[src/dnn_pkg.sv]
// Constants and types shared by the DeviceNet slave node controller
`default_nettype none
package dnn_pkg;

  // ***************************************************************
  // Register byte offsets
  // ***************************************************************
  localparam logic [7:0] OFS_CTRL    = 8'h00;
  localparam logic [7:0] OFS_RATE    = 8'h04;
  localparam logic [7:0] OFS_ACK     = 8'h08;
  localparam logic [7:0] OFS_PROD_LO = 8'h0C;
  localparam logic [7:0] OFS_PROD_HI = 8'h10;
  localparam logic [7:0] OFS_CONS_LO = 8'h14;
  localparam logic [7:0] OFS_CONS_HI = 8'h18;
  localparam logic [7:0] OFS_STATUS  = 8'h1C;
  localparam logic [7:0] OFS_LEN     = 8'h20;

  // ***************************************************************
  // Field positions
  // ***************************************************************
  localparam int CTRL_MAC_LSB   = 0;  // Node address, 6 bits
  localparam int CTRL_MODE_LSB  = 6;  // I/O mode, 2 bits
  localparam int CTRL_EN_BIT    = 8;  // Node enable
  localparam int CTRL_CLR_BIT   = 9;  // Clear connection error, write 1
  localparam int RATE_PER_LSB   = 0;  // Heartbeat / send period, ms
  localparam int RATE_INH_LSB   = 16; // Inhibit time, ms
  localparam int ACK_TMO_LSB    = 0;  // Acknowledge timeout, ms
  localparam int ACK_LIM_LSB    = 16; // Retry limit, 8 bits
  localparam int STAT_ERR_BIT   = 0;
  localparam int STAT_WAIT_BIT  = 1;
  localparam int STAT_RETRY_LSB = 2;
  localparam int STAT_STRB_BIT  = 10;

  // ***************************************************************
  // Reset values and limits
  // ***************************************************************
  localparam logic [15:0] RST_PERIOD  = 16'h0064;
  localparam logic [15:0] RST_INHIBIT = 16'h0000;
  localparam logic [15:0] RST_ACK_TMO = 16'h0010;
  localparam logic [7:0]  RST_RETRY   = 8'h03;
  localparam logic [3:0]  RST_LEN     = 4'h8;
  localparam logic [3:0]  MAX_FRAME   = 4'h8;  // Longest reply frame
  localparam logic [3:0]  MAX_STROBE  = 4'h7;  // Longest strobe reply

  // ***************************************************************
  // Timing: one timer tick of 1 ms at a 25 ns clock
  // ***************************************************************
  localparam int CLK_NS      = 25;
  localparam int TICK_NS     = 1000000;
  localparam int TICK_CYCLES = TICK_NS / CLK_NS;

  // ***************************************************************
  // Enumerations
  // ***************************************************************
  typedef enum logic [1:0] {
    MODE_POLL   = 2'b00,
    MODE_COS    = 2'b01,
    MODE_CYCLIC = 2'b10,
    MODE_STROBE = 2'b11
  } dnn_mode_t;

  typedef enum logic [1:0] {
    KIND_POLL   = 2'b00,  // Poll request / poll reply
    KIND_STROBE = 2'b01,  // Bit strobe command / strobe reply
    KIND_ACK    = 2'b10,  // Acknowledge of produced data
    KIND_PROD   = 2'b11   // COS or cyclic produced data
  } dnn_kind_t;

endpackage : dnn_pkg
`default_nettype wire

[src/dnn_slave_node.sv]
// DeviceNet slave node: I/O connection producer and responder
//
// Summary of operation
// - Change-of-state producer sends on event.
// - Cyclic data sent with configured parameters.
// - Strobe reply sent at once, max 7 bytes.
// - Node address 0..63 matches master configuration.
// - Change-of-state also sends at heartbeat period.
// - Cyclic producer sends once per period.
// - Change-of-state waits inhibit time before send.
// - Unacknowledged message is sent again.
// - Retry limit reached puts connection in error.
// - Coupler strobe reply at most 7 bytes.
`timescale 1ns/1ps
`default_nettype none
module dnn_slave_node #(
  parameter int unsigned TICK_CYCLES = dnn_pkg::TICK_CYCLES
) (
  input  wire logic        clk,
  input  wire logic        arst_n,
  input  wire logic [7:0]  regAddr,
  input  wire logic [31:0] regWdata,
  input  wire logic        regWr,
  input  wire logic        regRd,
  output var  logic [31:0] regRdata,
  input  wire logic        rxValid,
  input  wire logic [1:0]  rxKind,
  input  wire logic [5:0]  rxMacId,
  input  wire logic [63:0] rxData,
  output var  logic        txValid,
  input  wire logic        txReady,
  output var  logic [1:0]  txKind,
  output var  logic [5:0]  txMacId,
  output var  logic [3:0]  txLen,
  output var  logic [63:0] txData,
  output var  logic        ioError
);

  // ***************************************************************
  // State
  // ***************************************************************
  typedef struct packed {
    logic [5:0]  macId;
    logic [1:0]  mode;
    logic        enable;
    logic [15:0] period;
    logic [15:0] inhibit;
    logic [15:0] ackTmo;
    logic [7:0]  retryLim;
    logic [63:0] prod;
    logic [3:0]  prodLen;
    logic [63:0] cons;
    logic        strobeBit;
    logic [15:0] tickCnt;
    logic        tick;
    logic [15:0] perCnt;
    logic [15:0] inhCnt;
    logic [15:0] ackCnt;
    logic [7:0]  retries;
    logic        awaitAck;
    logic        dirty;
    logic        ioError;
    logic        reqPoll;
    logic        reqStrobe;
    logic        reqProd;
    logic        txValid;
    logic [1:0]  txKind;
    logic [3:0]  txLen;
    logic [63:0] txData;
    logic [31:0] rdata;
  } dnn_state_t;

  dnn_state_t state_reg;
  dnn_state_t state_next;

  // ***************************************************************
  // Next-state logic
  // ***************************************************************
  always_comb begin
    logic prodWrite;
    logic addrHit;
    logic produced;
    prodWrite  = 1'b0;
    addrHit    = rxMacId == state_reg.macId;
    produced   = state_reg.mode == dnn_pkg::MODE_COS ||
                 state_reg.mode == dnn_pkg::MODE_CYCLIC;
    state_next = state_reg;
    state_next.tick = 1'b0;

    // Millisecond tick
    if (state_reg.tickCnt == 16'(TICK_CYCLES - 1)) begin
      state_next.tickCnt = 16'h0000;
      state_next.tick    = 1'b1;
    end else begin
      state_next.tickCnt = state_reg.tickCnt + 16'h0001;
    end

    // Register writes; error clear comes first so a new error wins
    if (regWr) begin
      case (regAddr)
        dnn_pkg::OFS_CTRL: begin
          state_next.macId  = regWdata[dnn_pkg::CTRL_MAC_LSB +: 6];
          state_next.mode   = regWdata[dnn_pkg::CTRL_MODE_LSB +: 2];
          state_next.enable = regWdata[dnn_pkg::CTRL_EN_BIT];
          if (regWdata[dnn_pkg::CTRL_CLR_BIT]) begin
            state_next.ioError  = 1'b0;
            state_next.retries  = 8'h00;
            state_next.awaitAck = 1'b0;
          end
        end
        dnn_pkg::OFS_RATE: begin
          state_next.period  = regWdata[dnn_pkg::RATE_PER_LSB +: 16];
          state_next.inhibit = regWdata[dnn_pkg::RATE_INH_LSB +: 16];
        end
        dnn_pkg::OFS_ACK: begin
          state_next.ackTmo   = regWdata[dnn_pkg::ACK_TMO_LSB +: 16];
          state_next.retryLim = regWdata[dnn_pkg::ACK_LIM_LSB +: 8];
        end
        dnn_pkg::OFS_PROD_LO: begin
          state_next.prod[31:0] = regWdata;
          prodWrite = regWdata != state_reg.prod[31:0];
        end
        dnn_pkg::OFS_PROD_HI: begin
          state_next.prod[63:32] = regWdata;
          prodWrite = regWdata != state_reg.prod[63:32];
        end
        dnn_pkg::OFS_LEN: begin
          state_next.prodLen = (regWdata[3:0] > dnn_pkg::MAX_FRAME) ?
                               dnn_pkg::MAX_FRAME : regWdata[3:0];
        end
        default: ;
      endcase
    end

    // Read data, valid the cycle after the strobe
    state_next.rdata = 32'h0000_0000;
    if (regRd) begin
      case (regAddr)
        dnn_pkg::OFS_CTRL:    state_next.rdata = {23'h00_0000,
                                state_reg.enable, state_reg.mode,
                                state_reg.macId};
        dnn_pkg::OFS_RATE:    state_next.rdata = {state_reg.inhibit,
                                                  state_reg.period};
        dnn_pkg::OFS_ACK:     state_next.rdata = {8'h00, state_reg.retryLim,
                                                  state_reg.ackTmo};
        dnn_pkg::OFS_PROD_LO: state_next.rdata = state_reg.prod[31:0];
        dnn_pkg::OFS_PROD_HI: state_next.rdata = state_reg.prod[63:32];
        dnn_pkg::OFS_CONS_LO: state_next.rdata = state_reg.cons[31:0];
        dnn_pkg::OFS_CONS_HI: state_next.rdata = state_reg.cons[63:32];
        dnn_pkg::OFS_STATUS:  state_next.rdata = {21'h00_0000,
                                state_reg.strobeBit, state_reg.retries,
                                state_reg.awaitAck, state_reg.ioError};
        dnn_pkg::OFS_LEN:     state_next.rdata = {28'h000_0000,
                                                  state_reg.prodLen};
        default:              state_next.rdata = 32'h0000_0000;
      endcase
    end

    // Frames from the master
    if (rxValid && state_reg.enable) begin
      case (rxKind)
        dnn_pkg::KIND_POLL: begin
          if (addrHit) begin
            state_next.cons    = rxData;
            state_next.reqPoll = 1'b1;
          end
        end
        dnn_pkg::KIND_STROBE: begin
          state_next.strobeBit = rxData[state_reg.macId];
          state_next.reqStrobe = 1'b1;
        end
        dnn_pkg::KIND_ACK: begin
          if (addrHit && state_reg.awaitAck) begin
            state_next.awaitAck = 1'b0;
            state_next.retries  = 8'h00;
            state_next.reqProd  = 1'b0;
          end
        end
        default: ;
      endcase
    end

    // Millisecond timers
    if (state_reg.tick) begin
      if (state_reg.perCnt != 16'h0000)
        state_next.perCnt = state_reg.perCnt - 16'h0001;
      if (state_reg.inhCnt != 16'h0000)
        state_next.inhCnt = state_reg.inhCnt - 16'h0001;
      if (state_reg.ackCnt != 16'h0000 && state_reg.awaitAck)
        state_next.ackCnt = state_reg.ackCnt - 16'h0001;
    end

    // Production trigger for change-of-state and cyclic modes
    if (state_reg.enable && produced && !state_reg.ioError &&
        !state_reg.awaitAck && !state_reg.reqProd) begin
      if (state_reg.perCnt == 16'h0000) begin
        state_next.reqProd = 1'b1;
        state_next.perCnt  = state_reg.period;
        state_next.dirty   = 1'b0;
        state_next.inhCnt  = state_reg.inhibit;
      end else if (state_reg.mode == dnn_pkg::MODE_COS &&
                   state_reg.dirty &&
                   state_reg.inhCnt == 16'h0000) begin
        state_next.reqProd = 1'b1;
        state_next.perCnt  = state_reg.period;
        state_next.dirty   = 1'b0;
        state_next.inhCnt  = state_reg.inhibit;
      end
    end

    // Acknowledge timeout: resend or fall into error
    if (state_reg.awaitAck && !state_reg.reqProd &&
        state_reg.ackCnt == 16'h0000 &&
        !(rxValid && rxKind == dnn_pkg::KIND_ACK && addrHit)) begin
      if (state_reg.retries == state_reg.retryLim) begin
        state_next.ioError  = 1'b1;
        state_next.awaitAck = 1'b0;
      end else begin
        state_next.retries = state_reg.retries + 8'h01;
        state_next.reqProd = 1'b1;
      end
    end

    // A data change starts the inhibit wait; set beats clear
    if (prodWrite) begin
      state_next.dirty = 1'b1;
      if (!state_reg.dirty)
        state_next.inhCnt = state_reg.inhibit;
    end

    // Transmit slot: strobe reply first, then poll, then produced
    if (state_reg.txValid && txReady)
      state_next.txValid = 1'b0;
    if (!state_reg.txValid || txReady) begin
      if (state_reg.reqStrobe) begin
        state_next.reqStrobe = 1'b0;
        state_next.txValid   = 1'b1;
        state_next.txKind    = dnn_pkg::KIND_STROBE;
        state_next.txData    = state_reg.prod;
        state_next.txLen     = (state_reg.prodLen > dnn_pkg::MAX_STROBE) ?
                               dnn_pkg::MAX_STROBE : state_reg.prodLen;
      end else if (state_reg.reqPoll) begin
        state_next.reqPoll = 1'b0;
        state_next.txValid = 1'b1;
        state_next.txKind  = dnn_pkg::KIND_POLL;
        state_next.txData  = state_reg.prod;
        state_next.txLen   = state_reg.prodLen;
      end else if (state_reg.reqProd && state_next.reqProd) begin
        state_next.reqProd  = 1'b0;
        state_next.txValid  = 1'b1;
        state_next.txKind   = dnn_pkg::KIND_PROD;
        state_next.txData   = state_reg.prod;
        state_next.txLen    = state_reg.prodLen;
        state_next.awaitAck = 1'b1;
        state_next.ackCnt   = state_reg.ackTmo;
      end
    end
  end

  // ***************************************************************
  // State register
  // ***************************************************************
  always_ff @(posedge clk or negedge arst_n) begin
    if (!arst_n) begin
      state_reg          <= '0;
      state_reg.mode     <= dnn_pkg::MODE_POLL;
      state_reg.period   <= dnn_pkg::RST_PERIOD;
      state_reg.inhibit  <= dnn_pkg::RST_INHIBIT;
      state_reg.ackTmo   <= dnn_pkg::RST_ACK_TMO;
      state_reg.retryLim <= dnn_pkg::RST_RETRY;
      state_reg.prodLen  <= dnn_pkg::RST_LEN;
    end else begin
      state_reg <= state_next;
    end
  end

  // Outputs straight from the state register
  assign regRdata = state_reg.rdata;
  assign txValid  = state_reg.txValid;
  assign txKind   = state_reg.txKind;
  assign txMacId  = state_reg.macId;
  assign txLen    = state_reg.txLen;
  assign txData   = state_reg.txData;
  assign ioError  = state_reg.ioError;
endmodule : dnn_slave_node
`default_nettype wire

[config.mk]
export PLATFORM = sky130hd
export DESIGN_NAME = dnn_slave_node
export DESIGN_NICKNAME = d
export VERILOG_FILES = /design/src/dnn_pkg.sv /design/src/dnn_slave_node.sv
export SDC_FILE = /design/constraint.sdc
export NUM_CORES = 1
export LEC_CHECK = 0
export BUFFER_PORTS_ARGS = -buffer_cell sky130_fd_sc_hd__buf_2
export CORE_UTILIZATION = 59
export DETAILED_ROUTE_END_ITERATION = 8
export GPL_TIMING_DRIVEN = 0
export HOLD_SLACK_MARGIN = 0.1
export PLACE_DENSITY = 0.8
export SETUP_SLACK_MARGIN = 0.5
export SLEW_MARGIN = 20
export SYNTH_ARGS = -nofsm -noshare
export SYNTH_HDL_FRONTEND = slang
export SYNTH_SLANG_ARGS = --single-unit
export TNS_END_PERCENT = 30
[constraint.sdc]
create_clock -name clk -period 3.5 [get_ports clk]
set_clock_uncertainty 0.05 [all_clocks]
set_input_delay 0.175 -clock clk [delete_from_list [all_inputs] [get_ports clk]]
set_output_delay 0.175 -clock clk [all_outputs]
set_load 0.03 [all_outputs]
==> results.md <==
* Layout cells sized above 1 at 0.313
* Number of buffers added on ports at about 220
* Slew margin rel. at 0.383
* Yosys top cell by area: dfrtp_1
* Gate Count Post-Synth at between 1.5k and 2k
* Final hold vios at 0
* H-tree level count at 2
* Static Leakage at approximately 11 nW
* Worst-path cell chain: or4_1, nand4b_1, a2111o_1, a31oi_4, clkbuf_4, o21ai_0
* Nature of the critical path startpoint: register
* Most frequent cells in the layout: 373 x dfrtp_1, 227 x buf_2, 181 x mux2_2, 176 x nand2_1, 143 x o21ai_0
* Cell area after synthesis at between 0.015 and 0.02 mm²
* Crit path DAT at roughly 3.3 ns
* Synth Flop Type: dfrtp_1
* Detailed Route Iter0 Violations at 1,999
* Synth top area cells: dfrtp_1 49%, mux2_2 11%, buf_4 4.4%
* HP Class: input port to asynchronous set/reset pin
* Area Growth Syn to Fin at 21.8%
* Multiplexer area fraction after synthesis at 0.145
* Initial Utilization at 0.599
* Vias at between 15k and 20k
* DIE HEIGHT at approximately 180 µm
* Fin. max-slew vios at 0
* Routed len/inst at around 26 µm
* Switch share at 0.308
* Netlist cell types at 70
* Nets at ~2.2k
* Period utilisation layout at 0.851
* Final setup viols at 0
* Post-route DRC at 0
* Peak supply drop at about 410 µV
* Cell family with most CP delay: simple AND/OR/NAND/NOR gates
* Critical Path Start: state_reg[124]
* Routed Antenna Nets at 0
* CORE AREA at around 0.032 mm²
* CTS tree: yes
* Crit-path slowest cell: or4_1
* Slowest stage delay, CP at 0.64 ns
* Area fraction in and, or, nand and nor cells after synthesis at 0.104
* EDFF count, synth at 0
* Routed Wire Length at between 60,000 and 70,000 µm
* Internal power at between 8 and 9 mW
* Largest net degree at the start of global routing at 104
* Period minus WS final at about 3.0 ns
* Clk pwr share at 0.351
* Post-synthesis average cell area at ~11 µm²
* Later-pin clock latency in the skew report at 0.55 ns
* Overflow after GRT at 0
* Critical path class: register to register
* WP buf/inv at 1
* Hold_ws at between 0.09 and 0.1 ns
* Global-route wire length before repair at roughly 97,000 µm
* Clock Tree Buf Depth at 3
* CTS Buf Count at 40
* DRT Pass-1 Iters at 6
* Met2 routed WL at between 20,000 and 30,000 µm
* Post-Synth Adder-Cell Area at 0.00529
* CP required at ~3.9 ns
* Post-synth ARST share at 1.00
* Max Cap Viol at 0
* Final HPWL DP at around 46,000 µm
* Die area at 0.0328 mm²
* Met3 wire length at around 7000 µm
* Synth Area in Compound Gates at 0.119
* Yosys warns at 0
* Most common cell after layout, fill and taps aside: dfrtp_1
* Worst-margin pin slew at 0.923 ns
* Slack of the critical path at 0.520 ns
* Wire length on met1 at between 20,000 and 25,000 µm
* Clk sinks at 380
* CP Max Fanout at 10
* N_diodes at 0
* Row cnt at 65
* Synth Register Bits at 380
* Fin util at 0.730
* Reg clk slew, reported paths at approximately 0.06 ns
* Top Ports at 228
* GP Congestion at 0.989
* R2r startpoint: state_reg[124]
* Initial antenna violation count at 1
* Die X at approximately 180 µm
* Comb pwr share at 0.238
* Fmax at ~340 MHz
* Power share of the sequential group at 0.411
* XOR/XNOR Fraction of Synth Area at 0.0477
* Post-Place Setup Slack at between 0.2 and 0.3 ns
* Synth top area share at 0.494
* All-layer global routing usage at 0.399
* Sw Pwr at between 3 and 4 mW
* PD cells at between 500 and 600 mW/mm²
* Clock Root Buffer: clkbuf_16
* Vias/cell at 6.36
* Max reg flops at 270
* Highest Signal Layer: met5
* Mapped Nets at about 1.9k
* Sequential element share of the synthesized area at 0.503
* Status: finished, final reports clean
* Vias in the first global route at 16.1k
* Largest family of logic cells by synthesized area: multiplexers
* CP Capture Type: register
* Final Total Pwr at approximately 12 mW
* RSZ-0062 raised after global routing: true
## power by group through the flow
stage               combinational (mW)  clock, mW  sequential (mW)
global placement                  2.51          0             5.14
finish                            2.95       4.35             5.10
floorplan                         1.79          0             5.03
global route                      3.13       4.52             5.13
detailed placement                2.58          0             5.15
CTS                               2.74       4.34             5.08
## synthesized netlist by cell type, types with 4 or more instances
cell type  count
dfrtp_1      373
mux2_2       181
nand2_1      176
o21ai_0      143
buf_4        112
nor2_1        92
a21oi_1       70
clkbuf_1      64
xnor2_1       61
inv_1         50
xor2_1        42
nand3_1       24
nor3_1        24
mux2i_1       23
nor4_1        21
a221oi_1      20
mux4_2        18
o22ai_1       17
a22oi_1       16
and3_1        14
nor2b_1       14
a222oi_1      13
nand4_1       13
a22o_1        12
buf_6         11
nand2b_1      10
o31ai_1        9
a211oi_2       8
ha_1           8
a31oi_1        7
dfstp_2        7
buf_2          6
mux2_1         6
o32ai_1        6
nor3b_1        5
or4_1          5
a2111oi_0      4
or3_1          4
## logic make-up after synthesis
logic type | count (synthesis)
AND/OR/NAND/NOR | 420
flip-flops | 380
AO/OA/AOI/OAI | 349
buffers and inverters | 247
multiplexers | 228
XOR/XNOR | 103
adder cells (fa/ha/maj) | 8
## area by class of cell
type | count | area [µm²]
buffer | 196 | 1260
clock buffer | 59 | 1190
clock inverter | 10 | 143
fill | 2174 | 8520
inverter | 51 | 191
multi-input combinational | 1108 | 8010
sequential | 380 | 9520
tap | 402 | 503
timing repair buffer | 327 | 2210
## stage by stage
step | std cells | area [µm²] | setup TNS, ns
detailed placement | 2365 | 20700 | 0
finish | 2533 | 23000 | 0
global route | 2533 | 23000 | 0
global placement | 2361 | 20500 | -1889.63
floorplan | 1735 | 18900 | 0
CTS | 2527 | 23000 | 0
## worst paths after layout
kind	endpoint	slack, ns	cells past startpoint
max	state_reg[122]	0.52	6
min	state_reg[144]	0.09	2
max reg2reg	state_reg[122]	0.52	6
min reg2reg	state_reg[170]	0.44	1
max in group asynchronous	txData[41]	2.28	4
min in group clk	state_reg[182]	0.13	6
## timing repair
action,in CTS,in global routing
endpoints found under the hold margin,447,0
buffers inserted,1,6
pin swaps,0,3
hold buffers,92,0
resized for setup,8,17
setup endpoints to repair,125,136
## layer usage
metal / vias to the layer above / track usage
met5: - / 0
met3: 279 / 0.0814
met2: 1142 / 0.600
met4: 2 / 0.244
li1: 6803 / -
met1: 7884 / 0.537
Note: power is estimated with default switching activity, not from simulation.
